File: config.mk
export PLATFORM = sky130hd
export DESIGN_NAME = ana_ability_regs
export DESIGN_NICKNAME = d
export VERILOG_FILES = /design/src/design/ana_pkg.sv /design/src/design/ana_ability_regs.sv
export SDC_FILE = /design/constraint.sdc
export NUM_CORES = 1
export LEC_CHECK = 0
export BUFFER_PORTS_ARGS = -buffer_cell sky130_fd_sc_hd__buf_2
export CORE_AREA = 2 2 98 100
export CTS_BUF_LIST = sky130_fd_sc_hd__clkbuf_4
export DETAILED_ROUTE_END_ITERATION = 10
export DIE_AREA = 0 0 100 102
export HOLD_SLACK_MARGIN = 0.15
export PLACE_DENSITY = 0.54
export SKIP_CTS_REPAIR_TIMING = 1
export SYNTH_ARGS = -nofsm -noshare
export SYNTH_HDL_FRONTEND = slang
export SYNTH_SLANG_ARGS = --single-unit
File: constraint.sdc
create_clock -name i_core_clk -period 3.1 [get_ports i_core_clk]
set_input_delay 0.465 -clock i_core_clk [delete_from_list [all_inputs] [get_ports i_core_clk]]
set_output_delay 0.465 -clock i_core_clk [all_outputs]
set_load 0.1 [all_outputs]
File: src/design/ana_pkg.sv
// constants for the auto-negotiation ability register pair
package ana_pkg;
    // ***************************************************************
    // register addresses on the management port
    // ***************************************************************
    localparam logic [4:0] ANA_ADDR_ADV = 5'h04;
    localparam logic [4:0] ANA_ADDR_LP = 5'h05;
    localparam logic [4:0] ANA_ADDR_EXP = 5'h06;
    localparam int ANA_ADDR_W = 5;
    localparam int ANA_DATA_W = 16;

    // ***************************************************************
    // field positions
    // ***************************************************************
    localparam int ANA_BIT_NP = 15;
    localparam int ANA_BIT_ACK = 14;
    localparam int ANA_BIT_RF = 13;
    localparam int ANA_BIT_PAUSE = 10;
    localparam int ANA_BIT_T4 = 9;
    localparam int ANA_BIT_ABIL_HI = 8;
    localparam int ANA_BIT_ABIL_LO = 5;
    localparam int ANA_SEL_HI = 4;

    // ***************************************************************
    // masks and reset values
    // ***************************************************************
    // writable bits: 15, 13, 12:11 (reserved), 10, 8:5
    localparam logic [15:0] ANA_ADV_RW_MASK = 16'hbde0;
    localparam logic [15:0] ANA_ADV_RW_RESET = 16'h0000;
    localparam logic [4:0] ANA_SELECTOR_8023 = 5'h01;
    localparam logic [15:0] ANA_LP_RESET = 16'h0001;
    localparam logic [15:0] ANA_RDATA_NONE = 16'h0000;

    // ***************************************************************
    // link pulse burst acknowledge
    // ***************************************************************
    localparam logic [1:0] ANA_ACK_BURSTS = 2'h3;
endpackage

File: src/design/ana_ability_regs.sv
// advertisement and link partner ability registers of the phy
`timescale 1ns/100ps
`default_nettype none
module ana_ability_regs
    import ana_pkg::*;
(
    input wire logic i_core_clk,
    input wire logic i_reset_n,
    input wire logic [ANA_ADDR_W-1:0] i_mgmt_addr,
    input wire logic i_mgmt_wr,
    input wire logic i_mgmt_rd,
    input wire logic [ANA_DATA_W-1:0] i_mgmt_wdata,
    input wire logic [3:0] i_status_ability,
    input wire logic i_burst_valid,
    input wire logic [ANA_DATA_W-1:0] i_burst_word,
    input wire logic i_an_restart,
    input wire logic i_an_complete,
    output logic [ANA_DATA_W-1:0] o_mgmt_rdata,
    output logic o_mgmt_rvalid,
    output logic [ANA_DATA_W-1:0] o_tx_base_page,
    output logic o_page_received,
    output logic o_regs_valid
);

    // ***************************************************************
    // state
    // ***************************************************************
    logic [15:0] adv_rw_q;
    logic [15:0] adv_rw_d;
    logic ack_q;
    logic [1:0] match_cnt_q;
    logic [15:0] prev_word_q;
    logic [15:0] lp_q;
    logic page_rx_q;
    logic [15:0] rdata_q;
    logic rvalid_q;
    logic [15:0] tx_q;
    logic valid_q;
    logic burst_match;
    logic third_burst;
    logic wr_adv;
    logic rd_exp;

    // full view of the advertisement register
    function automatic logic [15:0] adv_view(input logic [15:0] rw,
                                             input logic ack);
        logic [15:0] v;
        v = rw & ANA_ADV_RW_MASK;
        v[ANA_BIT_ACK] = ack;
        v[ANA_BIT_T4] = 1'b0;
        v[ANA_SEL_HI:0] = ANA_SELECTOR_8023;
        return v;
    endfunction

    // ***************************************************************
    // decode
    // ***************************************************************
    // request strobes and burst consistency
    assign wr_adv = i_mgmt_wr && (i_mgmt_addr == ANA_ADDR_ADV);
    assign rd_exp = i_mgmt_rd && (i_mgmt_addr == ANA_ADDR_EXP);
    assign burst_match = (i_burst_word == prev_word_q) && (match_cnt_q != 2'h0);
    assign third_burst = i_burst_valid && burst_match &&
                         (match_cnt_q == ANA_ACK_BURSTS - 2'h1);

    // next value of the writable bits; read-only bits masked away
    always_comb begin
        adv_rw_d = adv_rw_q;
        if (wr_adv) begin
            adv_rw_d = (adv_rw_q & ~ANA_ADV_RW_MASK) |
                       (i_mgmt_wdata & ANA_ADV_RW_MASK);
        end
    end

    // ***************************************************************
    // advertisement register
    // ***************************************************************
    // ability bits copy the status abilities while reset is held
    always_ff @(posedge i_core_clk) begin
        if (!i_reset_n) begin
            adv_rw_q <= ANA_ADV_RW_RESET;
            adv_rw_q[ANA_BIT_ABIL_HI:ANA_BIT_ABIL_LO] <=
                i_status_ability;
        end else begin
            adv_rw_q <= adv_rw_d;
        end
    end

    // count consecutive identical bursts, restart on mismatch
    always_ff @(posedge i_core_clk) begin
        if (!i_reset_n || i_an_restart) begin
            match_cnt_q <= 2'h0;
            prev_word_q <= 16'h0000;
        end else if (i_burst_valid) begin
            prev_word_q <= i_burst_word;
            if (!burst_match) begin
                match_cnt_q <= 2'h1;
            end else if (match_cnt_q != ANA_ACK_BURSTS) begin
                match_cnt_q <= match_cnt_q + 2'h1;
            end
        end
    end

    // acknowledge is set by hardware only; a restart clears it and the burst counter,
    // so it beats a third burst in the same cycle here; lp_q and the page flag still load
    always_ff @(posedge i_core_clk) begin
        if (!i_reset_n || i_an_restart) begin
            ack_q <= 1'b0;
        end else if (third_burst) begin
            ack_q <= 1'b1;
        end
    end

    // ***************************************************************
    // link partner register and page flag
    // ***************************************************************
    // received base page stored bit for bit
    always_ff @(posedge i_core_clk) begin
        if (!i_reset_n) begin
            lp_q <= ANA_LP_RESET;
        end else if (third_burst) begin
            lp_q <= i_burst_word;
        end
    end

    // page received: a new page wins over a same-cycle read
    always_ff @(posedge i_core_clk) begin
        if (!i_reset_n) begin
            page_rx_q <= 1'b0;
        end else if (third_burst) begin
            page_rx_q <= 1'b1;
        end else if (rd_exp) begin
            page_rx_q <= 1'b0;
        end
    end

    // ***************************************************************
    // management read and outputs
    // ***************************************************************
    // read data one cycle after the read strobe
    always_ff @(posedge i_core_clk) begin
        if (!i_reset_n) begin
            rdata_q <= ANA_RDATA_NONE;
            rvalid_q <= 1'b0;
        end else begin
            rvalid_q <= i_mgmt_rd;
            if (!i_mgmt_rd) begin
                rdata_q <= rdata_q;
            end else if (i_mgmt_addr == ANA_ADDR_ADV) begin
                rdata_q <= adv_view(adv_rw_q, ack_q);
            end else if (i_mgmt_addr == ANA_ADDR_LP) begin
                rdata_q <= lp_q;
            end else begin
                rdata_q <= ANA_RDATA_NONE;
            end
        end
    end

    // transmitted word follows the advertisement register
    always_ff @(posedge i_core_clk) begin
        if (!i_reset_n) begin
            tx_q <= adv_view(ANA_ADV_RW_RESET, 1'b0);
        end else begin
            tx_q <= adv_view(adv_rw_q, ack_q);
        end
    end

    // registers valid once negotiation has completed
    always_ff @(posedge i_core_clk) begin
        if (!i_reset_n || i_an_restart) begin
            valid_q <= 1'b0;
        end else begin
            valid_q <= i_an_complete;
        end
    end

    assign o_mgmt_rdata = rdata_q;
    assign o_mgmt_rvalid = rvalid_q;
    assign o_tx_base_page = tx_q;
    assign o_page_received = page_rx_q;
    assign o_regs_valid = valid_q;
endmodule
`default_nettype wire

==> results of run 1 <==
==> per-stage QoR <==
step / instance area, µm² / hold WS [ns]
floorplan: 3154 / 0.4376
global placement: 3518 / 0.4533
detailed placement: 3518 / 0.4624
CTS: 3664 / 0.2141
global route: 3664 / 0.2512
finish: 3664 / 0.2466
==> critical path: stages (launching register included) <==
cell and delay (ns):
dfxtp_1 0.40, inv_1 0.10, ha_1 0.25, or4_1 0.83, o21ai_0 0.27, a21boi_0 0.10
==> how the worst min path moves through the flow <==
| stage | start | endpoint | cells past startpoint |
|---|---|---|---|
| 2_1_floorplan | lp_q[15]$_SDFFE_PN0P_ | lp_q[15]$_SDFFE_PN0P_ | 2 |
| 3_3_place_gp | adv_rw_q[11]$_SDFFE_PN0P_ | adv_rw_q[11]$_SDFFE_PN0P_ | 2 |
| 3_5_place_dp | adv_rw_q[15]$_SDFFE_PN0P_ | adv_rw_q[15]$_SDFFE_PN0P_ | 2 |
| 4_1_cts | i_an_complete | o_regs_valid$_SDFF_PP0_ | 3 |
| 5_1_grt | i_an_complete | o_regs_valid$_SDFF_PP0_ | 3 |
| 6_report | i_an_complete | o_regs_valid$_SDFF_PP0_ | 3 |
==> report_power, final <==
| group | total (mW) | switching, mW | internal, mW |
|---|---|---|---|
| sequential | 0.984 | 0.0129 | 0.971 |
| clock | 0.606 | 0.353 | 0.252 |
| combinational | 0.265 | 0.196 | 0.0690 |
| total | 1.85 | 0.562 | 1.29 |
==> Yosys cell counts, drive strengths merged, types with 2 or more instances <==
library cell  count
conb              2
edfxtp            4
dfxtp            69
nor4              3
mux2i            16
a21boi           25
nand3b            2
o211a            10
a21oi             4
xor2             12
o21ai            19
nand3            28
ha                3
nand2b            8
a22oi            10
nor3              2
nor2             20
o22ai             4
inv               7
buf              16
xnor2             4
clkbuf           11
nand2            25
and2             12
==> flip-flops by register name, summed over array words and instances, names as in the netlist <==
register / count
o_mgmt_rdata: 16
lp_q: 16
o_mgmt_rvalid: 1
o_regs_valid: 1
ack_q: 1
match_cnt_q: 2
adv_rw_q: 9
o_tx_base_page: 10
prev_word_q: 16
o_page_received: 1
==> layer usage <==
| metal | vias up | GRT usage, % | wire, µm |
|---|---|---|---|
| met4 | 0 | 4.110 | 53 |
| met2 | 72 | 21.21 | 2959 |
| met1 | 1093 | 18.42 | 3374 |
| met5 | - | 0 | 0 |
| met3 | 5 | 3.694 | 346 |
| li1 | 1242 | - | - |
==> cells in the final DEF, fill, tap and decap left out, types with 6 or more instances in the layout <==
master	n
dfxtp_1	69
buf_2	69
nand3_1	28
nand2_1	25
nor2_1	19
mux2i_1	16
a21boi_1	14
xor2_1	12
and2_1	12
a21boi_0	11
a22oi_1	10
o211a_1	10
o21ai_0	9
clkbuf_4	9
nand2b_1	8
inv_1	7
o21ai_1	7
conb_1	6
==> cells by family (layout without fill, tap and decap cells) <==
group / Yosys count / in the layout / share of synthesized area, %
other cells: 2 / 6 / 0.2392
buf+inv: 34 / 96 / 5.620
flops: 73 / 73 / 47.83
simple gates: 106 / 106 / 18.17
mux: 16 / 16 / 5.102
compound gates: 74 / 74 / 16.90
xor+xnor: 16 / 16 / 4.942
fa+ha+maj: 3 / 3 / 1.196
==> layout make-up <==
cell class / instances / share of cell area, %
clock buffer: 9 / 1.844
timing repair buffer: 73 / 10.25
sequential: 73 / 40.98
multi-input combinational: 221 / 40.30
tap: 111 / 3.791
inverter: 7 / 0.7172
clock inverter: 7 / 2.117
==> Flow_metrics.wiki, run 1 <==
{| class="wikitable"
! Metric !! Value
|-
| TritonCTS clock tree || built
|-
| Final slew viol count || 0
|-
| Element type at the critical path start || flop
|-
| Period minus WS final || 2.056 ns
|-
| Number of flops mapped to enable cells by yosys || 4
|-
| Worst path setup slack after routing || 1.044 ns
|-
| Gr usage total || 13.56%
|-
| Vias in the first global route || 2233
|-
| Final-report hold violation count || 0
|-
| Vertical die dimension || slightly above 100 µm
|-
| Share of the synthesized area in the top cell type || between 40 and 50%
|-
| Worst R2R End || lp_q[12]$_SDFFE_PN0P_
|-
| Seq/Total Area, Yosys || 47.83%
|-
| Maximum number of pins on one net before global-route repair || 59
|-
| Hold Path Class || input pin to flop
|-
| Final setup viols || 0
|-
| Core area || 9109 µm²
|-
| Post-synthesis async set-or-reset flop share || 0%
|-
| Area taken by flip-flops and latches || 1501 µm²
|-
| Max-cap check violation count || 0
|-
| Result of the run || finished, final reports clean
|-
| Pin slew with the least headroom to its limit || approximately 0.84 ns
|-
| Leftover overflow at the end of global routing || 0
|-
| Area overhead of the layout relative to synthesis || 16.70%
|-
| Final design utilization || 40.22%
|-
| Worst Setup SP || match_cnt_q[0]$_SDFFE_PP0P_
|-
| TNS Setup || 0 ns
|-
| CTS max path bufs || 2
|-
| Worst vdd rail ir drop || ~0.00021 V
|-
| Cell count after synthesis || approximately 320
|-
| Clock tree skew after final layout || 0.01082 ns
|-
| Area of the mapped netlist || 3139 µm²
|-
| Cells on worst reg2reg path || 5
|-
| Areal power density over the cells || 506.3 nW/µm²
|-
| Register clock-pin slew on the reported worst setup and hold paths || 0.12 ns
|-
| Category of the critical setup timing path || flop to flop
|-
| Detailed Route Iter0 Violations || 89
|-
| Post-synth top area cell || dfxtp_1
|-
| CTS Root Buffer Type || clkbuf_4
|-
| Number of H-tree levels || 3
|-
| Critical Path AT || around 2.4 ns
|-
| Ratio of cells with drive above 1 in the final layout || 25.38%
|-
| Worst slack at placement || 0.8250 ns
|-
| Effective utilization at floorplan || 34.46%
|-
| Total of warnings raised by yosys || 0
|-
| Total die area || between 10000 and 15000 µm²
|-
| Count of pins on the block boundary || 83
|-
| Post-route non-filler standard cell count || 501
|-
| Ant diodes || 0
|-
| Peak fanout along the critical path || 17
|-
| Minimum setup slack among reg-to-reg paths || between 1 and 1.5 ns
|-
| Number of antenna-violating nets in the routed design || 0
|-
| Total design power || around 1.9 mW
|-
| Timing-limited maximum frequency || 486.4 MHz
|-
| Cell types with the largest area share after synthesis || dfxtp_1, mux2i_1, nand3_1
|-
| Leading register cell type out of synthesis || dfxtp_1
|-
| Slew HR || 43.69%
|-
| Critical path data required time || 3.41 ns
|-
| Final clock period utilization by the worst path || between 60 and 70%
|-
| Clock buffers created by TritonCTS || 9
|-
| Number of detailed-routing iterations run before antenna repair || 6
|-
| Reported leakage power || 1.628 nW
|-
| Multi-input gate area in the final layout || 1476 µm²
|-
| Number of antenna violations at the first check in global routing || 0
|-
| Number of flip-flops and latches in the synthesized netlist || 73
|-
| Worst reg2reg startpoint || match_cnt_q[0]$_SDFFE_PP0P_
|-
| Endpoint kind of the worst setup timing path || flop
|-
| Global placer's final weighted congestion || 0.7244
|-
| Number of clock sinks || 73
|-
| Number of library cell types mapped by synthesis || 40
|-
| Final WL || 6733 µm
|-
| Setup repair after global routing missed its margin || no
|-
| Net count, final || between 400 and 500
|-
| Overall via count from detail_route || 2412
|-
| # rows || 35
|-
| Clock latency of the later-clocked register in the worst-skew pair || 0.42 ns
|-
| Synthesized area per cell || 9.689 µm²
|-
| Filler cell count in the final layout || 933
|-
| Total placed cells including tap cells || 485
|-
| Destination of the critical timing path || lp_q[12]$_SDFFE_PN0P_
|-
| First-pass GRT wire length || roughly 11000 µm
|-
| Drt via density || 4.814
|-
| Post-DR wirelength/cell || 13.44 µm
|-
| DRC violations left || 0
|-
| Count of buffers from port buffering || 69
|-
| Die outline width || 100 µm
|-
| Sum of net half-perimeters after detailed placement || just under 5000 µm
|}
Power figures use the tool's default switching activity.
==> run 2, diff against run 1 <==
Clock period 3.1 ns to 1.9 ns, I/O delays scaled along.
==> run 2 against run 1 <==
Net effect:
- first-iteration DRC count increased by 4.5%
- non-clock buffer count increased by 29
- largest cell class unchanged
- sequential power increased by 64%
- critical path type is now input pin to flop
==> Flow_metrics.wiki, run 2 (same netlist as run 1, synthesis figures left out) <==
{| class="wikitable"
! Metric !! Value
|-
| Highest cell delay on the worst timing path || 0.53 ns
|-
| Total design power || around 3.0 mW
|-
| Worst R2R End || lp_q[7]$_SDFFE_PN0P_
|-
| CTS Root Buffer Type || clkbuf_4
|-
| Timing-limited maximum frequency || around 550 MHz
|-
| Detailed Route Iter0 Violations || 93
|-
| Area overhead of the layout relative to synthesis || 25.03%
|-
| Number of clock sinks || 73
|-
| Areal power density over the cells || 759.3 nW/µm²
|-
| Number of antenna violations at the first check in global routing || 0
|-
| DRC violations left || 0
|-
| Internal Dissipation || 2.022 mW
|-
| Leftover overflow at the end of global routing || 0
|-
| Net count, final || 465
|-
| # rows || 35
|-
| Worst vdd rail ir drop || ~0.00042 V
|-
| Gr usage total || 14.21%
|-
| Number of detailed-routing iterations run before antenna repair || 5
|-
| CTS max path bufs || 2
|-
| Clock buffers created by TritonCTS || 9
|-
| Clock latency of the later-clocked register in the worst-skew pair || 0.43 ns
|-
| Highest-count cells in the layout ignoring fill and taps || buf_2, dfxtp_1, nand3_1, nand2_1, nor2_1
|-
| Peak fanout along the critical path || 17
|-
| Element type at the critical path start || input pin
|-
| Final setup viols || 0
|-
| Reported leakage power || 1.747 nW
|-
| Result of the run || finished, final reports clean
|-
| Final-report hold violation count || 0
|-
| Count of pins on the block boundary || 83
|-
| Count of buffers from port buffering || a little under 70
|-
| Die outline width || 100 µm
|-
| Setup repair after global routing missed its margin || no
|-
| Critical path data required time || 2.21 ns
|-
| Overall via count from detail_route || 2494
|-
| Relative contribution of combinational cells to total power || about 16%
|-
| Ant diodes || 0
|-
| Cells on worst reg2reg path || 7
|-
| TritonCTS clock tree || built
|-
| Switching share of power || between 30 and 40%
|-
| Period minus WS final || 1.831 ns
|-
| Switching power total || 0.9583 mW
|-
| Clock tree skew after final layout || 0.01513 ns
|-
| Clock share of power || 30.3%
|-
| Worst reg2reg startpoint || match_cnt_q[0]$_SDFFE_PP0P_
|-
| Filler cell count in the final layout || approximately 930
|-
| Vertical die dimension || 102 µm
|-
| Hold path start || i_burst_word[5]
|-
| TNS Setup || 0 ns
|-
| Register clock-pin slew on the reported worst setup and hold paths || ~0.12 ns
|-
| Effective utilization at floorplan || about 34%
|-
| Total die area || 10200 µm²
|-
| Most common cell after layout, fill and taps aside || buf_2
|-
| Final slew viol count || 0
|-
| Number of H-tree levels || 3
|-
| Maximum number of pins on one net before global-route repair || 59
|-
| Final WL || 6955 µm
|-
| Min-Delay Path Depth || 3
|-
| Post-DR wirelength/cell || ~13 µm
|-
| Hold Path Class || input pin to flop
|-
| Endpoint kind of the worst setup timing path || flop
|-
| Max-cap check violation count || 0
|-
| Proportion of power drawn by flip-flops and latches || a little over half
|-
| Terminating pin of the worst hold path || lp_q[5]$_SDFFE_PN0P_
|-
| Core area || around 9000 µm²
|-
| Critical-path top delay cell || dlygate4sd3_1
|-
| Final clock period utilization by the worst path || 96.39%
|-
| Drt via density || ~4.7
|-
| Category of the critical setup timing path || input pin to flop
|-
| Critical Path AT || 2.14 ns
|-
| Global placer's final weighted congestion || 0.7054
|-
| Ratio of cells with drive above 1 in the final layout || 26.73%
|-
| Sum of net half-perimeters after detailed placement || 5095 µm
|-
| Number of antenna-violating nets in the routed design || 0
|-
| Cell breakdown of the critical path || dlygate4sd3_1 > buf_2 > xnor2_2 > nand4_2 > or4_1 > buf_4 > o21ai_0 > a21boi_0
|-
| First-pass GRT wire length || between 10000 and 15000 µm
|-
| Vias in the first global route || 2350
|-
| Minimum setup slack among reg-to-reg paths || 0.10 ns
|}
## run 2: worst max-delay path by stage
| stage | startpoint | to | slack (ns) |
|---|---|---|---|
| global placement | match_cnt_q[0]$_SDFFE_PP0P_ | lp_q[7]$_SDFFE_PN0P_ | 0.12 |
| finish | i_burst_word[12] | lp_q[7]$_SDFFE_PN0P_ | 0.07 |
| floorplan | match_cnt_q[0]$_SDFFE_PP0P_ | lp_q[0]$_SDFFE_PN1P_ | 0.16 |
| CTS | match_cnt_q[0]$_SDFFE_PP0P_ | lp_q[11]$_SDFFE_PN0P_ | 0.08 |
| detailed placement | i_burst_word[14] | lp_q[10]$_SDFFE_PN0P_ | 0.09 |
| global route | i_burst_word[3] | lp_q[7]$_SDFFE_PN0P_ | 0.003 |
## run 2: per-stage QoR
| step | hold slack [ns] | instance area [µm²] | utilization, % | setup WS (ns) | cells |
|---|---|---|---|---|---|
| after floorplan | 0.3972 | 3154 | - | 0.1550 | 328 |
| after global placement | 0.4523 | 3613 | 39.67 | 0.1200 | 496 |
| after detailed placement | 0.4589 | 3613 | 39.67 | 0.09101 | 496 |
| after CTS | 0.02587 | 3742 | 41.09 | 0.08276 | 512 |
| after global routing | 0.1502 | 3925 | 43.09 | 0.003326 | 530 |
| final | 0.1601 | 3925 | 43.09 | 0.06854 | 530 |
## run 2: cell type report
class	instances	area [µm²]	area share (%)
flip-flops and latches	73	1504	38.32
clock inverters	7	61.31	1.562
repair buffers	102	650.6	16.58
well taps	111	138.9	3.538
clock buffers	9	67.56	1.721
inverters	7	26.28	0.6694
multi-input cells	221	1476	37.62
## run 2: layer usage
| layer | global-route usage (%) | vias to the layer above | wire length (µm) |
|---|---|---|---|
| li1 | - | 1305 | - |
| met1 | 18.49 | 1127 | 3477 |
| met2 | 22.35 | 58 | 3089 |
| met3 | 5.335 | 4 | 345 |
| met4 | 3.793 | 0 | 43 |
| met5 | 0 | - | 0 |
## run 2: worst max-delay path, delay by kind of cell
kind	cells	cell delay, ns
AND/OR/NAND/NOR	2	0.54
XOR/XNOR	1	0.16
buffers and inverters	3	0.90
AO/OA/AOI/OAI	2	0.27
## run 2: power groups by stage
stage / Sequential [mW] / Clock, mW / Combinational, mW
2_1_floorplan: 1.78 / 0 / 0.195
3_3_place_gp: 1.64 / 0 / 0.445
3_5_place_dp: 1.64 / 0 / 0.447
4_1_cts: 1.61 / 0.952 / 0.449
5_1_grt: 1.61 / 1.01 / 0.505
6_report: 1.61 / 0.902 / 0.472
==> run 3, diff against run 2 <==
==> constraint.sdc (replaced) <==
create_clock -name i_core_clk -period 1.9 [get_ports i_core_clk]
set_input_delay 0.38 -clock i_core_clk [delete_from_list [all_inputs] [get_ports i_core_clk]]
set_output_delay 0.38 -clock i_core_clk [all_outputs]
set_load 0.1 [all_outputs]
==> run 3 against run 2 <==
Net effect:
- power up 2.7%
- clock skew down 0.0015 ns
- combinational power down 5.1%
- largest cell class unchanged
- highest routed layer unchanged
==> Flow_metrics.wiki, run 3 (same netlist as run 1, synthesis figures left out) <==
{| class="wikitable"
! Metric !! Value
|-
| Total placed cells including tap cells || around 500
|-
| Endpoint kind of the worst setup timing path || flop
|-
| Total die area || 10200 µm²
|-
| Maximum number of pins on one net before global-route repair || 60
|-
| Number of H-tree levels || 3
|-
| Register clock-pin slew on the reported worst setup and hold paths || 0.13 ns
|-
| Critical path data required time || 2.20 ns
|-
| Final setup viols || 0
|-
| Met2 Usage GRT || between 20% and 30%
|-
| Final clock period utilization by the worst path || 93.72%
|-
| Count of pins on the block boundary || 83
|-
| Filler cell count in the final layout || 938
|-
| Peak fanout along the critical path || 17
|-
| Final-report hold violation count || 0
|-
| Clock tree skew after final layout || 0.01366 ns
|-
| Result of the run || finished, final reports clean
|-
| Area taken by flip-flops and latches || ~1500 µm²
|-
| Worst path setup slack after routing || between 0.1 and 0.15 ns
|-
| Clock buffers created by TritonCTS || 9
|-
| Gr usage total || between 10% and 20%
|-
| Busiest grt layer || met2
|-
| Highest-count cells in the layout ignoring fill and taps || buf_2, dfxtp_1, nand3_1, nand2_1, nor2_1
|-
| # rows || 35
|-
| Number of clock sinks || between 70 and 80
|-
| Most common cell after layout, fill and taps aside || buf_2
|-
| Number of antenna violations at the first check in global routing || 0
|-
| Final slew viol count || 0
|-
| Category of the critical setup timing path || flop to flop
|-
| Count of buffers from port buffering || 69
|-
| Post-DR wirelength/cell || 13.47 µm
|-
| Final WL || 6922 µm
|-
| First-pass GRT wire length || 11330 µm
|-
| Ant diodes || 0
|-
| Worst vdd rail ir drop || 0.0004244 V
|-
| Leftover overflow at the end of global routing || 0
|-
| Core area || 9109 µm²
|-
| CTS max path bufs || 2
|-
| Hold Path Class || input pin to flop
|-
| Post-route non-filler standard cell count || roughly 510
|-
| Sum of net half-perimeters after detailed placement || between 5000 and 6000 µm
|-
| Max-cap check violation count || 0
|-
| DRC violations left || 0
|-
| Drt via density || roughly 4.8
|-
| Ratio of cells with drive above 1 in the final layout || about 28%
|-
| Number of detailed-routing iterations run before antenna repair || 4
|-
| TritonCTS clock tree || built
|-
| Clock latency of the later-clocked register in the worst-skew pair || 0.42 ns
|-
| Setup repair after global routing missed its margin || no
|-
| Net count, final || 449
|-
| Number of antenna-violating nets in the routed design || 0
|-
| Critical Path AT || 2.09 ns
|-
| CTS Root Buffer Type || clkbuf_4
|-
| Overall via count from detail_route || 2449
|-
| Worst slack at placement || -0.01268 ns
|-
| Detailed Route Iter0 Violations || approximately 120
|-
| Effective utilization at floorplan || 34.46%
|-
| Worst Hold Margin || a little under 0.2 ns
|-
| Multi-input gate area in the final layout || between 1000 and 1500 µm²
|-
| Timing-limited maximum frequency || roughly 560 MHz
|-
| Fraction of met3 tracks used by global routing || 4.925%
|-
| Area overhead of the layout relative to synthesis || 21.40%
|-
| Vertical die dimension || 102 µm
|-
| Global placer's final weighted congestion || ~0.72
|-
| Total design power || 3.060 mW
|-
| Vias in the first global route || 2298
|-
| Die outline width || 100 µm
|-
| Met1 Resource Use GR || 19.41%
|-
| Reported leakage power || between 1.5 and 2 nW
|-
| Period minus WS final || 1.781 ns
|-
| Areal power density over the cells || 802.8 nW/µm²
|-
| Element type at the critical path start || flop
|}
## run 3: layout make-up
type	instances	share of cell area (%)
flip-flops and latches	73	39.46
multi-input cells	221	38.80
repair buffers	86	13.56
well taps	111	3.644
clock inverters	7	2.068
clock buffers	9	1.773
inverters	7	0.6894
## run 3: worst paths after layout
path,from,end,slack [ns],depth (start not counted)
worst min register to register,lp_q[5]$_SDFFE_PN0P_,lp_q[5]$_SDFFE_PN0P_,0.49,2
worst max register to register,match_cnt_q[0]$_SDFFE_PP0P_,lp_q[9]$_SDFFE_PN0P_,0.12,7
worst min-delay path,i_mgmt_wdata[13],adv_rw_q[13]$_SDFFE_PN0P_,0.20,3
worst max-delay path,match_cnt_q[0]$_SDFFE_PP0P_,lp_q[9]$_SDFFE_PN0P_,0.12,7
## run 3: metal layers
metal	vias up	routed length (µm)
met3	8	385
met4	0	78
met1	1115	3436
li1	1265	-
met2	61	3022
met5	-	0
## run 3: stage by stage
step	TNS, ns	utilization (%)	area [µm²]
floorplan	0	-	3154
finish	0	41.84	3811
detailed placement	-0.01268	40.03	3646
global route	0	41.84	3811
global placement	0	40.03	3646
CTS	0	41.63	3792
## run 3: report_power, final
group	leakage, nW	internal [mW]	total [mW]	switching [mW]
clock network	0.0809	0.414	1.00	0.590
logic	1.02	0.126	0.448	0.323
registers	0.601	1.58	1.61	0.0222
total	1.71	2.12	3.06	0.935
## run 3: worst max-delay path, stage by stage (launching register included)
cell	delay, ns
dfxtp_2	0.36
inv_1	0.11
ha_1	0.15
nand2_1	0.09
or4_1	0.53
buf_6	0.18
o21ai_0	0.14
a21boi_0	0.10
